===== src/core/tds_pkg.sv =====
/*
 tds_pkg: shared types and constants of the tap detect and link sleep block.
 Assumes one 100 MHz clock and an APB slave with one aligned 32-bit word per register.
*/
package tds_pkg;
   // clock rate in kHz, for deriving cycle counts
   localparam int unsigned CLK_KHZ = 100000;
   localparam int unsigned SAMPLE_W = 16;

   // three-axis sample, as it travels between modules
   typedef struct packed {
      logic signed [15:0] x;
      logic signed [15:0] y;
      logic signed [15:0] z;
   } tds_accel_t;

   // register byte offsets
   localparam logic [7:0] OFF_CTRL = 8'h00;
   localparam logic [7:0] OFF_TAP_THR = 8'h04;
   localparam logic [7:0] OFF_TAP_MAXLEN = 8'h08;
   localparam logic [7:0] OFF_TAP_LAT = 8'h0C;
   localparam logic [7:0] OFF_TAP_WIN = 8'h10;
   localparam logic [7:0] OFF_ACT_THR = 8'h14;
   localparam logic [7:0] OFF_INACT_THR = 8'h18;
   localparam logic [7:0] OFF_INACT_TIME = 8'h1C;
   localparam logic [7:0] OFF_INT_EN = 8'h20;
   localparam logic [7:0] OFF_INT_SRC = 8'h24;
   localparam logic [7:0] OFF_INT_CLR = 8'h28;
   localparam logic [7:0] OFF_STATUS = 8'h2C;
   localparam logic [7:0] OFF_DATA_X = 8'h30;
   localparam logic [7:0] OFF_DATA_Y = 8'h34;
   localparam logic [7:0] OFF_DATA_Z = 8'h38;

   // control register layout
   localparam int unsigned CTRL_W = 10;
   localparam int unsigned CTRL_LINK = 0;
   localparam int unsigned CTRL_SLEEP_STATE_FLAG_EN = 1;
   localparam int unsigned CTRL_SPIKE_REJ = 2;
   localparam int unsigned CTRL_AXES_LO = 3;
   localparam int unsigned CTRL_RATE_LO = 6;
   localparam logic [9:0] CTRL_RST = 10'h038;

   // interrupt source / enable / clear layout
   localparam int unsigned INT_W = 5;
   localparam int unsigned INT_SINGLE = 0;
   localparam int unsigned INT_DOUBLE = 1;
   localparam int unsigned INT_ACT = 2;
   localparam int unsigned INT_INACT = 3;
   localparam int unsigned INT_DRDY = 4;
   localparam logic [4:0] INT_EN_RST = 5'h00;

   // motion event status layout
   localparam int unsigned ST_AXIS_LO = 0;
   localparam int unsigned ST_SLEEP = 3;

   // reset values of thresholds and timers (sample periods)
   localparam logic [15:0] TAP_THR_RST = 16'h0300;
   localparam logic [7:0] TAP_MAXLEN_RST = 8'h08;
   localparam logic [7:0] TAP_LAT_RST = 8'h00;
   localparam logic [7:0] TAP_WIN_RST = 8'h00;
   localparam logic [15:0] ACT_THR_RST = 16'h0100;
   localparam logic [15:0] INACT_THR_RST = 16'h0080;
   localparam logic [7:0] INACT_TIME_RST = 8'h10;

   // tap sequencer states
   typedef enum logic [2:0] {
      TAP_IDLE,
      TAP_FIRST,
      TAP_LATENCY,
      TAP_WINDOW,
      TAP_SECOND,
      TAP_QUIET
   } tds_tap_st_t;
endpackage


===== src/core/tds_decim.sv =====
/*
 tds_decim: output-rate decimator with a light two-sample filter.
 Assumes raw samples arrive on pclk with a one-cycle raw_valid strobe.
*/
`timescale 1ns/1ps
`default_nettype none
module tds_decim #(
   parameter int unsigned RATE_W = 4
) (
   // clock and reset
   input wire logic pclk,
   input wire logic presetn,
   // common raw sampling stream
   input wire tds_pkg::tds_accel_t raw_sample,
   input wire logic raw_valid,
   // decimation select, ratio is two to this power
   input wire logic [RATE_W-1:0] rate_sel,
   // decimated filtered output
   output tds_pkg::tds_accel_t out_data,
   output logic odr_tick
);
   logic [15:0] cnt_r, cnt_nxt;
   tds_pkg::tds_accel_t prev_r, prev_nxt, out_r, out_nxt;
   logic tick_nxt, tick_r;

   // mean of two samples, kept in range by the wider sum
   function automatic logic signed [15:0] avg2(input logic signed [15:0] a,
                                               input logic signed [15:0] b);
      logic signed [16:0] s;
      s = 17'(a) + 17'(b);
      return s[16:1];
   endfunction

   // one stream, every lower rate just drops samples
   always_comb begin
      cnt_nxt = cnt_r;
      prev_nxt = prev_r;
      out_nxt = out_r;
      tick_nxt = 1'b0;
      if (raw_valid) begin
         prev_nxt = raw_sample;
         if (cnt_r >= (16'h0001 << rate_sel) - 16'h0001) begin
            cnt_nxt = 16'h0000;
            tick_nxt = 1'b1;
            out_nxt.x = avg2(raw_sample.x, prev_r.x);
            out_nxt.y = avg2(raw_sample.y, prev_r.y);
            out_nxt.z = avg2(raw_sample.z, prev_r.z);
         end else begin
            cnt_nxt = cnt_r + 16'h0001;
         end
      end
   end

   // registers only
   always_ff @(posedge pclk or negedge presetn) begin
      if (!presetn) begin
         cnt_r <= 16'h0000;
         prev_r <= '0;
         out_r <= '0;
         tick_r <= 1'b0;
      end else begin
         cnt_r <= cnt_nxt;
         prev_r <= prev_nxt;
         out_r <= out_nxt;
         tick_r <= tick_nxt;
      end
   end

   assign out_data = out_r;
   assign odr_tick = tick_r;
endmodule
`default_nettype wire


===== src/core/tds_core.sv =====
/*
 tds_core: tap / double-tap detection, activity and inactivity with link
 operation and automatic sleep, interrupt status, and an APB register slave.
 Assumes raw samples from the sensor front end on pclk, one raw_valid per
 internal sample period; all tap and activity timers count those periods.
*/
// Implementation choices: the APB slave port and the register offsets.
`timescale 1ns/1ps
`default_nettype none
// Function
// - reject double tap if above threshold at window start
// - reject double tap if second tap too long
// - single and double tap each need enable bit
// - each axis joins tap only if enabled
// - double tap needs non-zero latency and window
// - record first axis over threshold on tap
// - status register never cleared, only overwritten
// - detection uses raw unfiltered samples
// - lower rates come from decimating one stream
// - link mode alternates activity and inactivity
// - no auto sleep while activity event uncleared
// - sleep flag reads one while sleep_state_flag
// - single tap reported after double tap decision
// - wait latency after first tap before window
// - second tap must begin inside the window
// - spike during latency cancels pending double tap
module tds_core (
   // clock and reset
   input wire logic pclk,
   input wire logic presetn,
   // apb slave
   input wire logic psel,
   input wire logic penable,
   input wire logic pwrite,
   input wire logic [7:0] paddr,
   input wire logic [31:0] pwdata,
   output logic [31:0] prdata,
   output logic pready,
   output logic pslverr,
   // raw sample stream, same clock domain
   input wire tds_pkg::tds_accel_t raw_sample,
   input wire logic raw_valid,
   // interrupt and sleep state
   output logic irq,
   output logic sleep_state_flag
);
   // configuration registers
   logic [tds_pkg::CTRL_W-1:0] ctrl_r, ctrl_nxt;
   logic [15:0] tap_threshold_level_r, tap_thr_nxt;
   logic [7:0] max_tap_duration_r, tap_maxlen_nxt;
   logic [7:0] tap_latency_time_r, tap_lat_nxt;
   logic [7:0] tap_window_r, tap_win_nxt;
   logic [15:0] act_thr_r, act_thr_nxt, inact_thr_r, inact_thr_nxt;
   logic [7:0] inact_time_r, inact_time_nxt;
   logic [tds_pkg::INT_W-1:0] int_en_r, int_en_nxt;
   // bus response
   logic [31:0] rdata_r, rdata_nxt;
   logic err_r, err_nxt;
   logic setup, access, wr_en, mapped;
   // event status
   logic [tds_pkg::INT_W-1:0] int_src_r, int_src_nxt, int_set, int_clr;
   logic [3:0] motion_event_status_reg_r, status_nxt;
   // tap sequencer
   tds_pkg::tds_tap_st_t tap_st_r, tap_st_nxt;
   logic [8:0] tap_cnt_r, tap_cnt_nxt;
   logic [2:0] first_axis_r, first_axis_nxt;
   logic [2:0] tap_above, act_above, inact_above, first_hit;
   logic tap_any, single_on, double_on, dbl_ok, spike_rej;
   logic sgl_dec, dbl_dec, single_ev, double_ev;
   // activity, inactivity, link and sleep
   logic [7:0] inact_cnt_r, inact_cnt_nxt;
   logic arm_act_r, arm_act_nxt, sleep_state_flag_r, sleep_state_flag_nxt;
   logic link_on, act_ev, inact_ev, quiet;
   // decimated data path
   tds_pkg::tds_accel_t out_data;
   logic odr_tick;
   logic signed [15:0] ax [3];

   // output data rate by decimating the single raw stream
   tds_decim #(
      .RATE_W(4)
   ) u_decim (
      .pclk(pclk),
      .presetn(presetn),
      .raw_sample(raw_sample),
      .raw_valid(raw_valid),
      .rate_sel(ctrl_r[tds_pkg::CTRL_RATE_LO +: 4]),
      .out_data(out_data),
      .odr_tick(odr_tick)
   );

   // magnitude of a two's complement sample
   function automatic logic [15:0] mag(input logic signed [15:0] s);
      return s[15] ? 16'(-s) : 16'(s);
   endfunction

   // threshold compares on raw, unfiltered samples
   assign ax[0] = raw_sample.x;
   assign ax[1] = raw_sample.y;
   assign ax[2] = raw_sample.z;
   always_comb begin
      for (int i = 0; i < 3; i++) begin
         tap_above[i] = ctrl_r[tds_pkg::CTRL_AXES_LO + i] &&
                        (mag(ax[i]) > tap_threshold_level_r);
         act_above[i] = mag(ax[i]) > act_thr_r;
         inact_above[i] = mag(ax[i]) > inact_thr_r;
      end
      // x wins a tie, then y, then z
      first_hit = tap_above[0] ? 3'h1 : (tap_above[1] ? 3'h2 : {tap_above[2], 2'b00});
   end
   assign tap_any = |tap_above;
   assign quiet = ~|inact_above;

   // apb decode; zero wait states, data registered at setup
   assign setup = psel && !penable;
   assign access = psel && penable;
   assign wr_en = access && pwrite;
   assign pready = 1'b1;
   assign prdata = rdata_r;
   assign pslverr = err_r;

   always_comb begin
      case (paddr)
         tds_pkg::OFF_CTRL, tds_pkg::OFF_TAP_THR, tds_pkg::OFF_TAP_MAXLEN,
         tds_pkg::OFF_TAP_LAT, tds_pkg::OFF_TAP_WIN, tds_pkg::OFF_ACT_THR,
         tds_pkg::OFF_INACT_THR, tds_pkg::OFF_INACT_TIME, tds_pkg::OFF_INT_EN,
         tds_pkg::OFF_INT_SRC, tds_pkg::OFF_INT_CLR, tds_pkg::OFF_STATUS,
         tds_pkg::OFF_DATA_X, tds_pkg::OFF_DATA_Y, tds_pkg::OFF_DATA_Z: mapped = 1'b1;
         default: mapped = 1'b0;
      endcase
   end

   // register writes and read mux
   always_comb begin
      ctrl_nxt = ctrl_r;
      tap_thr_nxt = tap_threshold_level_r;
      tap_maxlen_nxt = max_tap_duration_r;
      tap_lat_nxt = tap_latency_time_r;
      tap_win_nxt = tap_window_r;
      act_thr_nxt = act_thr_r;
      inact_thr_nxt = inact_thr_r;
      inact_time_nxt = inact_time_r;
      int_en_nxt = int_en_r;
      rdata_nxt = rdata_r;
      err_nxt = err_r;
      if (wr_en) begin
         case (paddr)
            tds_pkg::OFF_CTRL: ctrl_nxt = pwdata[tds_pkg::CTRL_W-1:0];
            tds_pkg::OFF_TAP_THR: tap_thr_nxt = pwdata[15:0];
            tds_pkg::OFF_TAP_MAXLEN: tap_maxlen_nxt = pwdata[7:0];
            tds_pkg::OFF_TAP_LAT: tap_lat_nxt = pwdata[7:0];
            tds_pkg::OFF_TAP_WIN: tap_win_nxt = pwdata[7:0];
            tds_pkg::OFF_ACT_THR: act_thr_nxt = pwdata[15:0];
            tds_pkg::OFF_INACT_THR: inact_thr_nxt = pwdata[15:0];
            tds_pkg::OFF_INACT_TIME: inact_time_nxt = pwdata[7:0];
            tds_pkg::OFF_INT_EN: int_en_nxt = pwdata[tds_pkg::INT_W-1:0];
            default: ;
         endcase
      end
      if (setup) begin
         err_nxt = !mapped;
         rdata_nxt = 32'h0000_0000;
         if (!pwrite) begin
            case (paddr)
               tds_pkg::OFF_CTRL: rdata_nxt = 32'(ctrl_r);
               tds_pkg::OFF_TAP_THR: rdata_nxt = 32'(tap_threshold_level_r);
               tds_pkg::OFF_TAP_MAXLEN: rdata_nxt = 32'(max_tap_duration_r);
               tds_pkg::OFF_TAP_LAT: rdata_nxt = 32'(tap_latency_time_r);
               tds_pkg::OFF_TAP_WIN: rdata_nxt = 32'(tap_window_r);
               tds_pkg::OFF_ACT_THR: rdata_nxt = 32'(act_thr_r);
               tds_pkg::OFF_INACT_THR: rdata_nxt = 32'(inact_thr_r);
               tds_pkg::OFF_INACT_TIME: rdata_nxt = 32'(inact_time_r);
               tds_pkg::OFF_INT_EN: rdata_nxt = 32'(int_en_r);
               tds_pkg::OFF_INT_SRC: rdata_nxt = 32'(int_src_r);
               tds_pkg::OFF_STATUS: rdata_nxt = 32'(motion_event_status_reg_r);
               tds_pkg::OFF_DATA_X: rdata_nxt = 32'(unsigned'(out_data.x));
               tds_pkg::OFF_DATA_Y: rdata_nxt = 32'(unsigned'(out_data.y));
               tds_pkg::OFF_DATA_Z: rdata_nxt = 32'(unsigned'(out_data.z));
               default: rdata_nxt = 32'h0000_0000;
            endcase
         end
      end
   end

   always_ff @(posedge pclk or negedge presetn) begin
      if (!presetn) begin
         ctrl_r <= tds_pkg::CTRL_RST;
         tap_threshold_level_r <= tds_pkg::TAP_THR_RST;
         max_tap_duration_r <= tds_pkg::TAP_MAXLEN_RST;
         tap_latency_time_r <= tds_pkg::TAP_LAT_RST;
         tap_window_r <= tds_pkg::TAP_WIN_RST;
         act_thr_r <= tds_pkg::ACT_THR_RST;
         inact_thr_r <= tds_pkg::INACT_THR_RST;
         inact_time_r <= tds_pkg::INACT_TIME_RST;
         int_en_r <= tds_pkg::INT_EN_RST;
         rdata_r <= 32'h0000_0000;
         err_r <= 1'b0;
      end else begin
         ctrl_r <= ctrl_nxt;
         tap_threshold_level_r <= tap_thr_nxt;
         max_tap_duration_r <= tap_maxlen_nxt;
         tap_latency_time_r <= tap_lat_nxt;
         tap_window_r <= tap_win_nxt;
         act_thr_r <= act_thr_nxt;
         inact_thr_r <= inact_thr_nxt;
         inact_time_r <= inact_time_nxt;
         int_en_r <= int_en_nxt;
         rdata_r <= rdata_nxt;
         err_r <= err_nxt;
      end
   end

   // tap sequencer enables
   assign single_on = int_en_r[tds_pkg::INT_SINGLE];
   assign double_on = int_en_r[tds_pkg::INT_DOUBLE];
   assign dbl_ok = double_on && (tap_latency_time_r != 8'h00) &&
                   (tap_window_r != 8'h00);
   assign spike_rej = ctrl_r[tds_pkg::CTRL_SPIKE_REJ];

   // tap sequencer, stepped once per raw sample
   always_comb begin
      tap_st_nxt = tap_st_r;
      tap_cnt_nxt = tap_cnt_r;
      first_axis_nxt = first_axis_r;
      sgl_dec = 1'b0;
      dbl_dec = 1'b0;
      if (!(single_on || double_on)) begin
         tap_st_nxt = tds_pkg::TAP_IDLE;
         tap_cnt_nxt = 9'h000;
      end else if (raw_valid) begin
         case (tap_st_r)
            tds_pkg::TAP_IDLE: begin
               if (tap_any) begin
                  tap_st_nxt = tds_pkg::TAP_FIRST;
                  tap_cnt_nxt = 9'h001;
                  first_axis_nxt = first_hit;
               end
            end
            tds_pkg::TAP_FIRST: begin
               if (!tap_any) begin
                  tap_cnt_nxt = 9'h000;
                  if (dbl_ok) begin
                     tap_st_nxt = tds_pkg::TAP_LATENCY;
                  end else begin
                     sgl_dec = 1'b1;
                     tap_st_nxt = tds_pkg::TAP_IDLE;
                  end
               end else if (tap_cnt_r >= {1'b0, max_tap_duration_r}) begin
                  tap_st_nxt = tds_pkg::TAP_QUIET; // too long, no tap
               end else begin
                  tap_cnt_nxt = tap_cnt_r + 9'h001;
               end
            end
            tds_pkg::TAP_LATENCY: begin
               if (tap_any && spike_rej) begin
                  sgl_dec = 1'b1;
                  tap_st_nxt = tds_pkg::TAP_QUIET;
               end else if (tap_cnt_r + 9'h001 >= {1'b0, tap_latency_time_r}) begin
                  tap_cnt_nxt = 9'h000;
                  tap_st_nxt = tds_pkg::TAP_WINDOW;
               end else begin
                  tap_cnt_nxt = tap_cnt_r + 9'h001;
               end
            end
            tds_pkg::TAP_WINDOW: begin
               if (tap_any && tap_cnt_r == 9'h000) begin
                  sgl_dec = 1'b1;
                  tap_st_nxt = tds_pkg::TAP_QUIET;
               end else if (tap_any) begin
                  tap_cnt_nxt = 9'h001;
                  tap_st_nxt = tds_pkg::TAP_SECOND;
               end else if (tap_cnt_r + 9'h001 >= {1'b0, tap_window_r}) begin
                  sgl_dec = 1'b1;
                  tap_st_nxt = tds_pkg::TAP_IDLE;
               end else begin
                  tap_cnt_nxt = tap_cnt_r + 9'h001;
               end
            end
            tds_pkg::TAP_SECOND: begin
               // second tap may run past the window end
               if (!tap_any) begin
                  sgl_dec = 1'b1;
                  dbl_dec = 1'b1;
                  tap_st_nxt = tds_pkg::TAP_IDLE;
               end else if (tap_cnt_r >= {1'b0, max_tap_duration_r}) begin
                  sgl_dec = 1'b1;
                  tap_st_nxt = tds_pkg::TAP_QUIET;
               end else begin
                  tap_cnt_nxt = tap_cnt_r + 9'h001;
               end
            end
            tds_pkg::TAP_QUIET: begin
               // wait for release so one long shock is not two taps
               if (!tap_any) begin
                  tap_st_nxt = tds_pkg::TAP_IDLE;
               end
            end
            default: tap_st_nxt = tds_pkg::TAP_IDLE;
         endcase
      end
   end
   assign single_ev = sgl_dec && single_on;
   assign double_ev = dbl_dec && double_on;

   always_ff @(posedge pclk or negedge presetn) begin
      if (!presetn) begin
         tap_st_r <= tds_pkg::TAP_IDLE;
         tap_cnt_r <= 9'h000;
         first_axis_r <= 3'h0;
      end else begin
         tap_st_r <= tap_st_nxt;
         tap_cnt_r <= tap_cnt_nxt;
         first_axis_r <= first_axis_nxt;
      end
   end

   // activity and inactivity, alternating under link
   assign link_on = ctrl_r[tds_pkg::CTRL_LINK];
   assign act_ev = raw_valid && (|act_above) && (!link_on || arm_act_r);
   assign inact_ev = raw_valid && quiet && (inact_time_r != 8'h00) &&
                     (inact_cnt_r + 8'h01 == inact_time_r) &&
                     (!link_on || !arm_act_r);

   always_comb begin
      inact_cnt_nxt = inact_cnt_r;
      arm_act_nxt = arm_act_r;
      sleep_state_flag_nxt = sleep_state_flag_r;
      if (raw_valid) begin
         if (!quiet) begin
            inact_cnt_nxt = 8'h00;
         end else if (inact_cnt_r != 8'hFF) begin
            inact_cnt_nxt = inact_cnt_r + 8'h01;
         end
      end
      if (!link_on) begin
         arm_act_nxt = 1'b0;
      end else if (act_ev) begin
         arm_act_nxt = 1'b0;
      end else if (inact_ev) begin
         arm_act_nxt = 1'b1;
      end
      // sleep needs link; held off while activity waits to be read
      if (!(link_on && ctrl_r[tds_pkg::CTRL_SLEEP_STATE_FLAG_EN]) || act_ev) begin
         sleep_state_flag_nxt = 1'b0;
      end else if (inact_ev && !int_src_r[tds_pkg::INT_ACT]) begin
         sleep_state_flag_nxt = 1'b1;
      end
   end

   always_ff @(posedge pclk or negedge presetn) begin
      if (!presetn) begin
         inact_cnt_r <= 8'h00;
         arm_act_r <= 1'b0;
         sleep_state_flag_r <= 1'b0;
      end else begin
         inact_cnt_r <= inact_cnt_nxt;
         arm_act_r <= arm_act_nxt;
         sleep_state_flag_r <= sleep_state_flag_nxt;
      end
   end

   // sticky sources: set wins over clear, read of source clears what was read
   assign int_set = {odr_tick, inact_ev, act_ev, double_ev, single_ev};
   always_comb begin
      int_clr = '0;
      if (access && !pwrite && paddr == tds_pkg::OFF_INT_SRC) begin
         int_clr = rdata_r[tds_pkg::INT_W-1:0];
      end else if (wr_en && paddr == tds_pkg::OFF_INT_CLR) begin
         int_clr = pwdata[tds_pkg::INT_W-1:0];
      end
      int_src_nxt = (int_src_r & ~int_clr) | int_set;
      // never cleared, only overwritten by a new tap
      status_nxt = motion_event_status_reg_r;
      if (single_ev || double_ev) begin
         status_nxt[tds_pkg::ST_AXIS_LO +: 3] = first_axis_r;
      end
      status_nxt[tds_pkg::ST_SLEEP] = sleep_state_flag_r;
   end

   always_ff @(posedge pclk or negedge presetn) begin
      if (!presetn) begin
         int_src_r <= '0;
         motion_event_status_reg_r <= 4'h0;
      end else begin
         int_src_r <= int_src_nxt;
         motion_event_status_reg_r <= status_nxt;
      end
   end

   assign irq = |(int_src_r & int_en_r);
   assign sleep_state_flag = sleep_state_flag_r;
endmodule
`default_nettype wire


===== config.mk =====
export PLATFORM = sky130hd
export DESIGN_NAME = tds_core
export DESIGN_NICKNAME = d
export VERILOG_FILES = /design/src/core/tds_pkg.sv /design/src/core/tds_decim.sv /design/src/core/tds_core.sv
export SDC_FILE = /design/constraint.sdc
export NUM_CORES = 1
export LEC_CHECK = 0
export ABC_AREA = 0
export BUFFER_PORTS_ARGS = -buffer_cell sky130_fd_sc_hd__buf_4
export CORE_UTILIZATION = 60
export DETAILED_ROUTE_END_ITERATION = 8
export GPL_ROUTABILITY_DRIVEN = 0
export PLACE_DENSITY = 0.87
export SLEW_MARGIN = 20
export SYNTH_ARGS = -nofsm -noshare
export SYNTH_HDL_FRONTEND = slang
export SYNTH_SLANG_ARGS = --single-unit

===== constraint.sdc =====
create_clock -name pclk -period 4 [get_ports pclk]
set_input_delay 0.8 -clock pclk [delete_from_list [all_inputs] [get_ports pclk]]
set_output_delay 0.8 -clock pclk [all_outputs]
set_load 0.02 [all_outputs]

==> run_results.csv <==
group,metric,value,unit
floorplan,core,30900,um2
power_and_ir_drop,irDropWorstVdd,0.000439,V
clock_tree,clock-sinks,259,
power_and_ir_drop,power.leakage,10.5,nW
global_route,grt_pass1_wl,97800,um
timing,period_share,1.20,
logic_synthesis,syn-cell-area,19100,um2
timing,max_freq,209,MHz
power_and_ir_drop,clockPowerShare,0.339,
floorplan,initial_utilization,0.617,
timing,setup_slack,-0.783,ns
floorplan,rows,64,
timing,fin_worst_skew,0.0184,ns
final_layout,fin_nets,2554,
placed_design,place_hpwl,44900,um
detailed_routing,wl_per_cell,24.0,um
run,cap_violations,0,
logic_synthesis,synth.area.mux_share,0.0903,
floorplan,dieArea,32500,um2
placed_design,io_buffer_count,96,
power_and_ir_drop,combPwrFrac,0.256,
power_and_ir_drop,switchingPower,2.69,mW
setup_path,crit_required,4.46,ns
detailed_routing,first_pass_iters,9,
logic_synthesis,synthSimpleGateAreaFrac,0.138,
logic_synthesis,syn_inst,1987,
clock_tree,clkLatencyLatePin,0.57,ns
logic_synthesis,ys_warn_count,0,
floorplan,fp.dieW,180,um
clock_tree,clockBufferDepth,3,
setup_path,crit_top_cell,"or4_4",
detailed_routing,drc,43,
logic_synthesis,ys_types,86,
final_layout,syn2layout_area_growth,18.7,%
logic_synthesis,synth_fa_ha_area_frac,0.159,
detailed_routing,drt-vias-per-instance,6.89,
setup_path,cpMaxStageDelayCell,"or4_4",
global_route,grt_usage,0.383,
timing,drv_slew,0,
detailed_routing,vias,18200,
clock_tree,cts-htree-levels,1,
setup_path,cp.buffers_inverters,2,
final_layout,fin_area,22600,um2
logic_synthesis,yosys.area.top_type_share,0.328,
setup_path,crit_type,"input pin to flop",
global_route,grt_pass1_vias,18300,
floorplan,boundaryPins,130,
setup_path,start_kind,"input pin",
setup_path,crit_chain,"buf_6, or4_4, or3_4, or4_4, o41ai_4, xnor2_2, ha_1, nand4_1, or4_4, a21o_1, a31oi_4, nor3_4, buf_4, or3_4, nand3_4, nand2_4, mux2_4",
clock_tree,cts.clk_slew.worst_paths,0.06,ns
power_and_ir_drop,power_density,361,nW/um2
global_route,antenna_found_initial,1,
timing,hold_viol,0,
power_and_ir_drop,power.share.sequential,0.404,
logic_synthesis,synthTopCellsByArea,"dfrtp_1 (33%), ha_1 (16%), mux2_2 (8.5%)",
outcome,status,"finished, violations left",
setup_path,path_max_fanout,6,
timing,post-route-min-period,4.78,ns
timing,relSlewSlack,0.381,
timing,holdWs,0.271,ns
worst_hold_path,hold_path.class,"input pin to async pin",
global_route,grt_max_degree,115,
clock_tree,clock-root-buffer,"clkbuf_16",
logic_synthesis,synth_edf_count,0,
outcome,violations,"design-rule violations, negative setup slack",
logic_synthesis,synth_area_leader_cell,"dfrtp_1",
setup_path,crit_family,"simple AND/OR/NAND/NOR gates",
placed_design,place_area,21300,um2
timing,rsz0062_at_grt,"yes",
logic_synthesis,async_reset_ff_frac,1.00,
global_route,grt_overflow_total,0,
logic_synthesis,synth_xor_area_frac,0.0473,
detailed_routing,first_iter_violations,2289,
logic_synthesis,synth_ff_type,"dfrtp_1",
detailed_routing,wl,63300,um
clock_tree,cts_tree,"done",
power_and_ir_drop,sw_frac_of_total,0.329,
logic_synthesis,ys_ff_latch,259,
detailed_routing,drtAntennaViolNets,0,
logic_synthesis,synth_top_family_by_area,"compound AO/OA/AOI/OAI gates",
clock_tree,cts_buffers,28,
timing,setup_violations,31,
setup_path,critPathArrivalTime,5.24,ns
floorplan,die_h,180,um
final_layout,drive_gt1_frac,0.240,
logic_synthesis,synth_compound_area_frac,0.185,
power_and_ir_drop,internal_power,5.49,mW
setup_path,worst_setup_path_end_kind,"flop",
timing,tightest_slew,0.928,ns
logic_synthesis,avgSynthCellArea,9.59,um2
setup_path,cp_slowest_stage_delay,0.52,ns
logic_synthesis,ys_seq_area_frac,0.341,
## worst reg2reg max path, cell delays in order, from the launching register on
cell      delay (ns)
dfrtp_1         0.54
and3_1          0.23
and3_1          0.19
nand2b_1        0.13
nand2_1         0.10
ha_1            0.31
a21o_1          0.16
a21o_1          0.19
a21o_1          0.18
a211oi_1        0.70
o21ai_0         0.27
mux2_4          0.35
a21oi_4         0.18
nor2_4          0.06
a21o_1          0.22
## what timing repair did
action	in CTS	in global routing
hold buffers	0	0
endpoints found under the setup margin	31	47
setup buffers	10	3
hold endpoints to repair	0	0
pin swaps	15	13
resized for setup	31	22
cloned	1	0
## worst paths after layout
check	startpoint	to	cells past startpoint	slack (ns)
setup / recovery	raw_sample[38]	motion_event_status_reg_r[2]	17	-0.78
hold / removal	presetn	u_decim.cnt_r[15]	1	0.27
setup reg to reg	tap_cnt_r[2]	tap_cnt_r[5]	14	0.08
hold reg to reg	u_decim.odr_tick	int_src_r[4]	1	0.43
max in group asynchronous	presetn	tap_latency_time_r[7]	2	2.75
min in group pclk	u_decim.odr_tick	int_src_r[4]	1	0.43
## power groups by stage
stage               logic (mW)  registers [mW]  clock network [mW]
global route              2.29            3.30                2.88
finish                    2.10            3.31                2.77
global placement          1.82            3.28                   0
CTS                       2.00            3.25                2.78
detailed placement        1.94            3.30                   0
floorplan                 1.28            3.11                   0
## metal layers
metal  vias up  GRT usage  routed length, um
li1       7817          -                  -
met1      8670      0.444              22500
met2      1244      0.599              27800
met3       458      0.124               7650
met4         0      0.271               5310
met5         -     0.0119                  0
## through the flow
stage	util	power (mW)	std cells	setup slack, ns	TNS [ns]
final	0.732	8.18	2639	-0.783	-17.50
after CTS	0.727	8.03	2636	-0.646	-12.82
after global routing	0.732	8.48	2639	-0.842	-20.05
after global placement	0.688	5.10	2573	-1.09	-26.54
after detailed placement	0.688	5.24	2573	-1.31	-32.95
after floorplan	-	4.39	2003	-0.764	-15.63
## cell usage in the layout, fill, tap and decap left out, types with 22 or more instances in the layout
| master | n |
|---|---|
| mux2_2 | 142 |
| dfrtp_1 | 250 |
| nand2_1 | 173 |
| xnor2_1 | 67 |
| a21oi_1 | 102 |
| a22o_1 | 35 |
| ha_1 | 236 |
| o21a_1 | 24 |
| buf_4 | 250 |
| nor3_1 | 32 |
| nand3_1 | 52 |
| inv_1 | 104 |
| a21o_1 | 43 |
| a22oi_1 | 50 |
| clkbuf_16 | 28 |
| nand4_1 | 34 |
| xor2_1 | 33 |
| o21ai_0 | 102 |
| o31ai_1 | 25 |
| nand2b_1 | 29 |
| nor2_1 | 91 |
| nor2b_1 | 22 |
## state kept, by name (all words and copies together) (netlist names), 9 cells and up
| signal | flops |
|---|---|
| tap_cnt_r | 9 |
| inact_thr_r | 16 |
| u_decim.prev_r | 48 |
| act_thr_r | 16 |
| u_decim.out_data | 48 |
| tap_threshold_level_r | 16 |
| prdata | 16 |
| u_decim.cnt_r | 16 |
| ctrl_r | 10 |
## area by class of cell
cell class	instances	area, um2
clock inverters	12	171
multi-input cells	1564	12200
fillers	2009	8280
flip-flops and latches	259	6490
diodes	1	2.50
repair buffers	261	2050
well taps	396	495
inverters	106	398
clock buffers	40	806
## synthesized netlist by cell type, types with 5 or more instances
library cell / count
nand3_1: 52
nor4_1: 17
o21ai_0: 106
o41ai_1: 7
inv_1: 104
dfstp_2: 9
nand2_1: 175
a22oi_1: 50
nor3_1: 35
or2_2: 5
nor2_1: 94
a21oi_1: 106
nand4_1: 34
a221oi_1: 17
o31ai_1: 26
or3_1: 10
ha_1: 237
clkbuf_1: 45
or4_1: 10
and3_1: 17
a222oi_1: 7
dfrtp_1: 250
o211ai_1: 8
o21a_1: 24
a22o_1: 35
xnor2_1: 70
buf_4: 17
buf_1: 10
nor2b_1: 24
and4_1: 7
a211oi_1: 11
nand2b_1: 29
mux2_2: 144
xor2_1: 33
a31o_2: 8
a31oi_1: 15
o21ai_1: 7
o22ai_1: 5
a21o_1: 43
## cells by family (layout without fill, tap and decap cells)
logic type	Yosys count	in the layout
AOI/OAI and AO/OA	518	518
buffers and inverters	180	419
xor gates and xnor gates	103	103
adders and majority gates	240	240
and+or+nand+nor	533	533
other	2	19
muxes	152	152
DFF	259	259
Power figures use the tool's default switching activity.
